===== src/rtl/rcsc_pkg.sv =====
// Constants, types and register map of the reset-cause and sleep controller.
// Assumes a classic Wishbone slave with 8-bit registers in the low byte lane.
package rcsc_pkg;

  // ----------------------------------------------------------------
  // Register indices, byte address is four times the index
  // ----------------------------------------------------------------
  localparam logic [7:0] RC_IDX   = 8'hb1; // reset_cause_register
  localparam logic [7:0] PCTL_IDX = 8'h87; // power_control_register
  localparam logic [7:0] KEY_IDX  = 8'h8e; // suspend_key

  // ----------------------------------------------------------------
  // Field positions and values
  // ----------------------------------------------------------------
  localparam int         WATCHDOG_OVERFLOW_FLAG_BIT  = 7;     // Watchdog overflow flag
  localparam int         POWER_ON_FLAG_BIT  = 5;     // Power-on flag
  localparam int         LOW_VOLTAGE_FLAG_BIT  = 4;     // Low-voltage flag
  localparam int         PINF_BIT  = 3;     // Pin reset flag
  localparam int         IDL_BIT   = 0;     // Idle request
  localparam int         PD_BIT    = 1;     // Powerdown request
  localparam int         GF_LO     = 2;     // General flags low bit
  localparam int         SSTAT_BIT = 6;     // Serial select bit
  localparam logic [7:0] KEY_VALUE = 8'h55; // Suspend unlock key
  localparam logic [7:0] FAULT_OP  = 8'ha5; // Opcode that faults
  localparam logic [2:0] PER_RST   = 3'h0;  // Period after any reset
  localparam logic [4:0] SYNC_RST  = 5'h01; // Pin idles high

  // ----------------------------------------------------------------
  // Timing
  // ----------------------------------------------------------------
  localparam int CLK_PERIOD_NS = 10;  // 100 MHz system clock
  localparam int WDT_TICK_MS   = 1;   // Watchdog tick unit
  localparam int WARM_US       = 800; // Powerdown wake warm-up
  localparam int WDT_TICK_CYC  =
    (WDT_TICK_MS * 1000000 + CLK_PERIOD_NS - 1) / CLK_PERIOD_NS;
  localparam int WARM_CYC      =
    (WARM_US * 1000 + CLK_PERIOD_NS - 1) / CLK_PERIOD_NS;

  // ----------------------------------------------------------------
  // Types
  // ----------------------------------------------------------------
  typedef enum logic [2:0] {
    RCSC_RUN,   // Executing
    RCSC_ARMED, // Key written, awaiting request
    RCSC_IDLE,  // CPU clock stopped
    RCSC_PDOWN, // All clocks stopped
    RCSC_WARM   // Oscillator warming up
  } rcsc_state_t;

  typedef struct packed {
    logic wdog; // Overflow or fetch fault
    logic lvr;  // Low-voltage detect
    logic pin;  // External pin reset
  } rcsc_evt_t;

endpackage


===== src/rtl/rcsc_wdog.sv =====
// Watchdog down-counter in millisecond ticks.
// Assumes kick_i pulses on every reset cause register access.
`timescale 1ns/10ps
module rcsc_wdog
  import rcsc_pkg::*;
#(
  parameter int TICK_CYCLES = WDT_TICK_CYC // Cycles per ms tick
)(
  input  wire logic       clk_i,
  input  wire logic       rst_i,
  input  wire logic       en_i,   // Build option enable
  input  wire logic       kick_i, // Restart count
  input  wire logic [2:0] sel_i,  // Period select
  output logic            ovf_o   // One-cycle overflow
);

  // Period in ms for a select code
  function automatic logic [12:0] period_ms(input logic [2:0] s);
    unique case (s)
      3'h0: period_ms = 13'h1000;
      3'h1: period_ms = 13'h0400;
      3'h2: period_ms = 13'h0100;
      3'h3: period_ms = 13'h0080;
      3'h4: period_ms = 13'h0040;
      3'h5: period_ms = 13'h0010;
      3'h6: period_ms = 13'h0004;
      3'h7: period_ms = 13'h0001;
    endcase
  endfunction

  logic [31:0] pre_reg; // Tick prescaler
  logic [12:0] ms_reg;  // Remaining ms
  logic        ovf_reg; // Overflow pulse
  wire         tick  = pre_reg == 32'(TICK_CYCLES - 1);
  wire         last  = tick && ms_reg == 13'h0001;

  // Prescaler and down-counter, restarted by a kick
  always_ff @(posedge clk_i) begin
    if (rst_i || kick_i || !en_i) begin
      pre_reg <= 32'h0;
      ms_reg  <= period_ms(sel_i);
      ovf_reg <= 1'b0;
    end else begin
      pre_reg <= tick ? 32'h0 : pre_reg + 32'h1;
      ms_reg  <= last ? period_ms(sel_i) : (tick ? ms_reg - 13'h1 : ms_reg);
      ovf_reg <= last;
    end
  end

  assign ovf_o = ovf_reg;
endmodule


===== src/rtl/rcsc_top.sv =====
// Reset cause recording and idle/powerdown control with a Wishbone slave.
// Assumes rst_i is the power-on reset and the CPU pulses instr_done_i.
//
// Our own choice: the Wishbone register port.
`timescale 1ns/10ps
module rcsc_top
  import rcsc_pkg::*;
#(
  parameter int          WDT_TICK_CYCLES = WDT_TICK_CYC, // ms tick
  parameter int          WARM_CYCLES     = WARM_CYC,     // Warm-up
  parameter logic [15:0] FLASH_SIZE      = 16'h4000      // Program span
)(
  input  wire logic        clk_i,
  input  wire logic        rst_i,
  input  wire logic [9:0]  wb_adr_i,
  input  wire logic [31:0] wb_dat_i,
  input  wire logic [3:0]  wb_sel_i,
  input  wire logic        wb_we_i,
  input  wire logic        wb_cyc_i,
  input  wire logic        wb_stb_i,
  output logic [31:0]      wb_dat_o,
  output logic             wb_ack_o,
  input  wire logic        pin_rst_n_i,
  input  wire logic        lvr_det_i,
  input  wire logic        ext_irq_a_i,
  input  wire logic        ext_irq_b_i,
  input  wire logic        ext_irq_c_i,
  input  wire logic        irq_pend_i,
  input  wire logic        wake_timer_irq_i,
  input  wire logic        wake_timer_slow_i,
  input  wire logic        watchdog_build_option_i,
  input  wire logic        instr_done_i,
  input  wire logic        fetch_valid_i,
  input  wire logic [15:0] fetch_pc_i,
  input  wire logic [7:0]  fetch_op_i,
  output logic             cpu_clk_en_o,
  output logic             periph_clk_en_o,
  output logic             osc_en_o,
  output logic             sys_reset_o
);

  // ----------------------------------------------------------------
  // Pin synchronisers
  // ----------------------------------------------------------------
  wire  [4:0] raw = {ext_irq_c_i, ext_irq_b_i, ext_irq_a_i,
                     lvr_det_i, pin_rst_n_i}; // Async pins
  logic [4:0] s1_reg;   // First stage
  logic [4:0] s2_reg;   // Second stage
  logic [4:0] s3_reg;   // Third stage
  logic [4:0] filt_reg; // Agreed level

  // Three stages, level taken when stages two and three agree
  genvar gi;
  generate
    for (gi = 0; gi < 5; gi++) begin : g_sync
      always_ff @(posedge clk_i) begin
        if (rst_i) begin
          s1_reg[gi]   <= SYNC_RST[gi];
          s2_reg[gi]   <= SYNC_RST[gi];
          s3_reg[gi]   <= SYNC_RST[gi];
          filt_reg[gi] <= SYNC_RST[gi];
        end else begin
          s1_reg[gi] <= raw[gi];
          s2_reg[gi] <= s1_reg[gi];
          s3_reg[gi] <= s2_reg[gi];
          if (s2_reg[gi] == s3_reg[gi]) begin
            filt_reg[gi] <= s3_reg[gi];
          end
        end
      end
    end
  endgenerate

  wire pin_fall = filt_reg[0] && !s2_reg[0] && !s3_reg[0]; // Pin driven low
  wire lvr_rise = !filt_reg[1] && s2_reg[1] && s3_reg[1]; // Detector fires
  wire ext_wake = |filt_reg[4:2];                          // External irq

  // ----------------------------------------------------------------
  // Bus decode
  // ----------------------------------------------------------------
  logic       ack_reg; // Answer to current cycle
  logic [7:0] dat_reg; // Read byte
  wire        acc    = wb_cyc_i && wb_stb_i && !ack_reg;
  wire        hit_rc = wb_adr_i[9:2] == RC_IDX;
  wire        hit_pc = wb_adr_i[9:2] == PCTL_IDX;
  wire        hit_k  = wb_adr_i[9:2] == KEY_IDX;
  wire        wr     = acc && wb_we_i && wb_sel_i[0];
  wire        wr_rc  = wr && hit_rc;
  wire        wr_pc  = wr && hit_pc;
  wire        wr_k   = wr && hit_k;
  wire  [7:0] wd     = wb_dat_i[7:0];
  wire        kick   = acc && hit_rc;
  wire        req_wr = wr_pc && (wd[IDL_BIT] || wd[PD_BIT]);

  // ----------------------------------------------------------------
  // Reset events
  // ----------------------------------------------------------------
  logic      wdt_ovf; // From watchdog
  wire       fault   = fetch_valid_i &&
                       (fetch_pc_i >= FLASH_SIZE || fetch_op_i == FAULT_OP);
  rcsc_evt_t evt;
  assign evt.wdog = wdt_ovf || fault;
  assign evt.lvr  = lvr_rise;
  assign evt.pin  = pin_fall;
  wire       any_rst = |evt;

  // ----------------------------------------------------------------
  // Reset cause register
  // ----------------------------------------------------------------
  logic       watchdog_overflow_flag_reg; // Overflow or fault seen
  logic       power_on_flag_reg; // Power-on seen
  logic       low_voltage_flag_reg; // Low voltage seen
  logic       pinf_reg; // Pin reset seen
  logic [2:0] per_reg;  // Watchdog period select

  // Zero clears, one keeps; a set in the same cycle wins
  wire watchdog_overflow_flag_next = evt.wdog || (wr_rc ? watchdog_overflow_flag_reg && wd[WATCHDOG_OVERFLOW_FLAG_BIT] : watchdog_overflow_flag_reg);
  wire power_on_flag_next = wr_rc ? power_on_flag_reg && wd[POWER_ON_FLAG_BIT] : power_on_flag_reg;
  wire low_voltage_flag_next = evt.lvr || (wr_rc ? low_voltage_flag_reg && wd[LOW_VOLTAGE_FLAG_BIT] : low_voltage_flag_reg);
  wire pinf_next = evt.pin || (wr_rc ? pinf_reg && wd[PINF_BIT] : pinf_reg);
  wire [2:0] per_next = any_rst ? PER_RST : (wr_rc ? wd[2:0] : per_reg);

  // Flags take power-on values, other resets only set their own flag
  always_ff @(posedge clk_i) begin
    if (rst_i) begin
      watchdog_overflow_flag_reg <= 1'b0;
      power_on_flag_reg <= 1'b1;
      low_voltage_flag_reg <= 1'b0;
      pinf_reg <= 1'b0;
      per_reg  <= PER_RST;
    end else begin
      watchdog_overflow_flag_reg <= watchdog_overflow_flag_next;
      power_on_flag_reg <= power_on_flag_next;
      low_voltage_flag_reg <= low_voltage_flag_next;
      pinf_reg <= pinf_next;
      per_reg  <= per_next;
    end
  end

  // Watchdog on the block clock, which never stops
  rcsc_wdog #(
    .TICK_CYCLES (WDT_TICK_CYCLES)
  ) u_wdog (
    .clk_i  (clk_i),
    .rst_i  (rst_i),
    .en_i   (watchdog_build_option_i),
    .kick_i (kick),
    .sel_i  (per_reg),
    .ovf_o  (wdt_ovf)
  );

  // ----------------------------------------------------------------
  // Sleep control state
  // ----------------------------------------------------------------
  rcsc_state_t st_reg;    // Sleep state
  rcsc_state_t st_next;
  logic [7:0]  key_reg;   // suspend_key
  logic [7:0]  key_next;
  logic        idl_reg;   // sleep_request_bit
  logic        idl_next;
  logic        pd_reg;    // powerdown_request
  logic        pd_next;
  logic [1:0]  gf_reg;    // General flags
  logic [1:0]  gf_next;
  logic        sstat_reg; // Serial select
  logic        sstat_next;
  logic        icnt_reg;  // Key instruction retired
  logic        icnt_next;
  logic        rstp_reg;  // Reset waits for warm-up
  logic        rstp_next;
  logic        srst_next; // CPU restart pulse
  logic [31:0] warm_reg;  // Warm-up count
  wire         warm_done = warm_reg == 32'(WARM_CYCLES - 1);
  wire         slow_wake = wake_timer_irq_i && wake_timer_slow_i;
  wire         broken    = (acc && !req_wr) || (instr_done_i && icnt_reg);

  // Next state of the sleep sequencer
  always_comb begin
    st_next    = st_reg;
    key_next   = wr_k ? wd : key_reg;
    idl_next   = wr_pc ? wd[IDL_BIT] : idl_reg;
    pd_next    = wr_pc ? wd[PD_BIT] : pd_reg;
    gf_next    = wr_pc ? wd[GF_LO +: 2] : gf_reg;
    sstat_next = wr_pc ? wd[SSTAT_BIT] : sstat_reg;
    icnt_next  = icnt_reg;
    rstp_next  = rstp_reg;
    srst_next  = 1'b0;
    unique case (st_reg)
      // Running: the key arms, stray requests are dropped
      RCSC_RUN: begin
        icnt_next = 1'b0;
        if (wr_k && wd == KEY_VALUE) begin
          st_next = RCSC_ARMED;
        end else if (idl_reg || pd_reg) begin
          idl_next = 1'b0;
          pd_next  = 1'b0;
        end
      end
      // Armed: only a request write may follow, after at most one retired instruction
      RCSC_ARMED: begin
        if (instr_done_i) begin
          icnt_next = 1'b1;
        end
        if (req_wr) begin
          st_next = wd[PD_BIT] ? RCSC_PDOWN : RCSC_IDLE;
        end else if (broken) begin
          key_next = 8'h00;
          st_next  = RCSC_RUN;
        end
      end
      // Idle: any interrupt resumes the CPU
      RCSC_IDLE: begin
        if (irq_pend_i) begin
          key_next = 8'h00;
          idl_next = 1'b0;
          st_next  = RCSC_RUN;
        end
      end
      // Powerdown: external or slow timer interrupt wakes
      RCSC_PDOWN: begin
        if (ext_wake || slow_wake) begin
          st_next = RCSC_WARM;
        end
      end
      // Warm-up: clocks return when the count ends
      RCSC_WARM: begin
        if (warm_done) begin
          key_next  = 8'h00;
          idl_next  = 1'b0;
          pd_next   = 1'b0;
          st_next   = RCSC_RUN;
          srst_next = rstp_reg;
          rstp_next = 1'b0;
        end
      end
    endcase
    // Any reset clears key and requests and restarts the CPU
    if (any_rst) begin
      key_next   = 8'h00;
      idl_next   = 1'b0;
      pd_next    = 1'b0;
      gf_next    = 2'h0;
      sstat_next = 1'b0;
      if (st_reg == RCSC_PDOWN || st_reg == RCSC_WARM) begin
        st_next   = RCSC_WARM;
        rstp_next = 1'b1;
      end else begin
        st_next   = RCSC_RUN;
        srst_next = 1'b1;
      end
    end
  end

  // State registers; entering sleep resets nothing else
  always_ff @(posedge clk_i) begin
    if (rst_i) begin
      st_reg    <= RCSC_RUN;
      key_reg   <= 8'h00;
      idl_reg   <= 1'b0;
      pd_reg    <= 1'b0;
      gf_reg    <= 2'h0;
      sstat_reg <= 1'b0;
      icnt_reg  <= 1'b0;
      rstp_reg  <= 1'b0;
    end else begin
      st_reg    <= st_next;
      key_reg   <= key_next;
      idl_reg   <= idl_next;
      pd_reg    <= pd_next;
      gf_reg    <= gf_next;
      sstat_reg <= sstat_next;
      icnt_reg  <= icnt_next;
      rstp_reg  <= rstp_next;
    end
  end

  // Warm-up counter runs only in the warm state
  always_ff @(posedge clk_i) begin
    if (rst_i || st_reg != RCSC_WARM || warm_done) begin
      warm_reg <= 32'h0;
    end else begin
      warm_reg <= warm_reg + 32'h1;
    end
  end

  // ----------------------------------------------------------------
  // Clock enables and restart
  // ----------------------------------------------------------------
  logic cpu_en_reg; // CPU clock gate
  logic per_en_reg; // Peripheral clock gate
  logic osc_reg;    // Oscillator run
  logic srst_reg;   // Restart pulse
  wire  cpu_run = st_next == RCSC_RUN || st_next == RCSC_ARMED;

  // Gates follow the next state so they align with st_reg
  always_ff @(posedge clk_i) begin
    if (rst_i) begin
      cpu_en_reg <= 1'b1;
      per_en_reg <= 1'b1;
      osc_reg    <= 1'b1;
      srst_reg   <= 1'b0;
    end else begin
      cpu_en_reg <= cpu_run;
      per_en_reg <= cpu_run || st_next == RCSC_IDLE;
      osc_reg    <= st_next != RCSC_PDOWN;
      srst_reg   <= srst_next;
    end
  end

  // ----------------------------------------------------------------
  // Read path and acknowledge
  // ----------------------------------------------------------------
  wire [7:0] rc_rd = {watchdog_overflow_flag_reg, 1'b0, power_on_flag_reg, low_voltage_flag_reg, pinf_reg, per_reg};
  wire [7:0] pc_rd = {1'b0, sstat_reg, 2'b00, gf_reg, pd_reg, idl_reg};
  wire [7:0] rd    = hit_rc ? rc_rd : (hit_pc ? pc_rd : (hit_k ? key_reg : 8'h00));

  // One-cycle answer; unmapped reads give zero
  always_ff @(posedge clk_i) begin
    if (rst_i) begin
      ack_reg <= 1'b0;
      dat_reg <= 8'h00;
    end else begin
      ack_reg <= acc;
      dat_reg <= (acc && !wb_we_i) ? rd : 8'h00;
    end
  end

  assign wb_ack_o        = ack_reg;
  assign wb_dat_o        = {24'h0, dat_reg};
  assign cpu_clk_en_o    = cpu_en_reg;
  assign periph_clk_en_o = per_en_reg;
  assign osc_en_o        = osc_reg;
  assign sys_reset_o     = srst_reg;
endmodule


===== config.mk =====
export PLATFORM = sky130hd
export DESIGN_NAME = rcsc_top
export DESIGN_NICKNAME = d
export VERILOG_FILES = /design/src/rtl/rcsc_pkg.sv /design/src/rtl/rcsc_wdog.sv /design/src/rtl/rcsc_top.sv
export SDC_FILE = /design/constraint.sdc
export NUM_CORES = 1
export LEC_CHECK = 0
export BUFFER_PORTS_ARGS = -buffer_cell sky130_fd_sc_hd__buf_2
export CORE_MARGIN = 5
export CORE_UTILIZATION = 55
export CTS_CLUSTER_SIZE = 20
export DETAILED_ROUTE_END_ITERATION = 7
export PLACE_DENSITY = 0.89
export SLEW_MARGIN = 20
export SYNTH_ARGS = -nofsm -noshare
export SYNTH_HDL_FRONTEND = slang
export SYNTH_HIERARCHICAL = 1
export SYNTH_SLANG_ARGS = --single-unit

===== constraint.sdc =====
create_clock -name clk_i -period 2.75 [get_ports clk_i]
set_input_delay 0.1375 -clock clk_i [delete_from_list [all_inputs] [get_ports clk_i]]
set_output_delay 0.1375 -clock clk_i [all_outputs]
set_load 0.02 [all_outputs]

==> impl_results.md <==
* Status: finished clean
* Crit path max-delay family: simple AND/OR/NAND/NOR gates
* CORE AREA at 0.01098 mm^2
* Crit path time final at 2.403 ns
* Final hold vios at 0
* Max Used Layer: met4
* Drt first pass iters at 5
* Layout Utilization at 64.97%
* DR vias at a little under 5000
* Pint at 0.003426 W
* Post-synthesis instance area at 0.006235 mm^2
* Die H at 116.5 um
* Bufs and invs on worst path at 0
* GPL Wtd Cong at 0.8944
* Synthesis-to-finish area growth at 14.45%
* WP data arrival at 2.57 ns
* Clock sinks at 136
* Hold crit path type: in -> reg
* Drt wl/cell at 14.70 um
* Clock Latency Late Sink at 0.42 ns
* Crit path capture type: flip-flop
* Sw Pwr at 0.0009561 W
* Area contributors post-synth: dfxtp_1 39%, nor2_1 6.8%, edfxtp_1 6.3%
* Max-cap violation count at 0
* Clock Skew at 0.007716 ns
* Routed WL at 13.20 mm
* Flop pwr share at 47.2%
* Number of vias per cell at 5.494
* Input/output buffers at 55
* M1 WL at 5.591 mm
* Met2 wire length at approximately 6.6 mm
* Post-synthesis sequential area ratio at 45.76%
* First DRT Iteration DRCs at roughly 360
* Inserted Clock Buffers at 17
* Die width at 116.5 um
* Critical path type: reg -> reg
* RSZ-0062 raised after global routing: false
* Power density over the cells at 614.1 mW/mm^2
* Leakage power at 2.680 nW
* Gr ovfl total at 0
* FFs w/ async S/R, synth at 0%
* Initial antenna violation count at 0
* Setup violators final at 0
* Sw Ratio at between 20% and 30%
* I/O Pins at between 100 and 150
* Total power at roughly 0.0044 W
* Total GRT Usage at 20.74%
* Reg clk slew, reported paths at 0.05 ns
* Number of synthesized flops with an enable pin at 13
* Post-synth top flop: dfxtp_1
* Synth cell types at 62
* Met3 WL post-DR at 777 um
* DP HPWL at between 9 and 10 mm
* Nets at 840
* Clk buf depth at 2
* Multi-input logic area at 0.003126 mm^2
* CP cell instances: ha_1 -> nand4_2 -> or4b_4 -> nor4_4 -> a21oi_2 -> mux2_2
* Synth Instances at just under 700
* Req. time, crit path at ~2.9 ns
* FF+latch count, synth at between 100 and 150
* Critical Path Start Type: flip-flop
* Layout cells sized above 1 at 14.51%
* Syn avg cell area at between 9 and 10 um^2
* First-pass GRT wire length at around 22 mm
* Share of the synthesized area in the top cell type at approximately 40%
* Area of the die at around 0.014 mm^2
* Antenna cell count at 0
* CTS H-Tree Depth at 4
* Row count at 38
* WHS at 0.01051 ns
* Starting Density at 56.77%
* Logic pwr share at 6.0%
* Vias in the first global route at approximately 4700
* Largest net degree at the start of global routing at 33
* DRC viols at 0
* Fill count at 868
* Tcrit/Tclk final at 87.38%
* ANT nets after route at 0
* FF/Latch Area at 0.002853 mm^2
* Rel. slew slack at 52.70%
* Crit-path max FO at 13
* Leading area contributor after synthesis: dfxtp_1
* YS warnings at 6
* CTS tree: yes
* Crit path max-delay cell type: or4b_4
* Final instance area at 0.007136 mm^2
* Fmax at 416.2 MHz
* Slew Viols, Final at 0
* Post-CTS Setup Inserts at 0
* Slew @ Worst Pin at 0.7096 ns
* Crit path largest cell delay at 0.53 ns
* Setup TNS at 0 ns
* Placed Area at 0.006545 mm^2
* Max IR drop VDD at 0.0005379 V
* Root buf cell: clkbuf_16
* Clock power share at about 47%
==> power groups by stage <==
stage | Combinational [W] | Sequential, W | Clock, W
6_report | 0.000262 | 0.00207 | 0.00205
5_1_grt | 0.000292 | 0.00207 | 0.00217
4_1_cts | 0.000261 | 0.00207 | 0.00207
3_5_place_dp | 0.000250 | 0.00211 | 0
3_3_place_gp | 0.000244 | 0.00211 | 0
2_1_floorplan | 0.000200 | 0.00211 | 0
==> logic make-up (layout without fill, tap and decap cells) <==
kind of cell    Yosys count  in the layout  synth area share, %
flops                   136            136                45.76
fa+ha+maj                 4              4               0.8028
compound gates           65             65                6.502
simple gates            328            328                27.91
other cells               1             24              0.06015
buf+inv                  59            109                5.499
mux                      25             25                4.054
xor+xnor                 67             67                9.412
==> Yosys cell counts, drive strengths merged, types with 15 or more instances <==
cell type and n:
dfxtp 123, o21ai 17, nor4 16, nand3 34, mux2i 23, nand2 45, buf 34, nor2b 15
nor2 113, xnor2 25, a21oi 26, xor2 42, nand4 20
==> timing repair <==
item,in CTS,in global routing
hold buffers,6,0
hold endpoints to repair,6,0
gates resized for setup,0,0
==> layer usage <==
metal,vias to the layer above,track usage [%]
met1,2309,26.13
met3,26,5.648
met5,-,0
met2,150,34.10
li1,2449,-
met4,0,7.734
==> final timing paths <==
check / cells after the start / start / endpoint / slack [ns]
setup / recovery: 6 / u_wdog/pre_reg[0] / u_wdog/ms_reg[12] / 0.35
hold / removal: 3 / wb_dat_i[4] / key_reg[4] / 0.01
setup reg to reg: 6 / u_wdog/pre_reg[0] / u_wdog/ms_reg[12] / 0.35
hold reg to reg: 1 / s1_reg[0] / s2_reg[0] / 0.41
==> worst min-delay path, stage by stage <==
cell and delay (ns):
buf_2 0.10, mux2i_1 0.06, nor2_1 0.08
==> final cells by class <==
type	count	area share, %
Inverter	11	0.5786
Timing Repair Buffer	71	5.751
Multi-Input combinational cell	513	43.80
Clock buffer	25	7.259
Clock inverter	2	0.1753
Sequential cell	136	39.98
Tap cell	140	2.455
==> layout by cell type, fill, tap and decap left out, types with 3 or more instances in the layout <==
master         instances
xnor2_1               25
a21oi_1               25
o21ai_0               17
or3b_2                 3
and2_1                10
or2_2                  7
nand4_1               19
nor4b_1                3
clkbuf_16             19
a22oi_1                8
nand3b_1               6
buf_4                 10
or3_1                 10
edfxtp_1              13
nor3_1                11
nor4_1                13
and3_1                 9
dlygate4sd3_1          6
ha_1                   4
nor2_1               113
nor2b_1               15
buf_2                 55
inv_1                 11
nand2_1               45
mux2i_1               23
xor2_1                42
and4_1                 5
conb_1                24
nand3_1               34
dfxtp_1              123
clkbuf_1               4
nand2b_1               3
==> stage by stage <==
stage	setup WS [ns]	cells
final	0.3472	898
after floorplan	0.5447	708
after global routing	0.2331	898
after CTS	0.3606	898
after global placement	0.4236	865
after detailed placement	0.3762	865
Power figures use the tool's default switching activity.
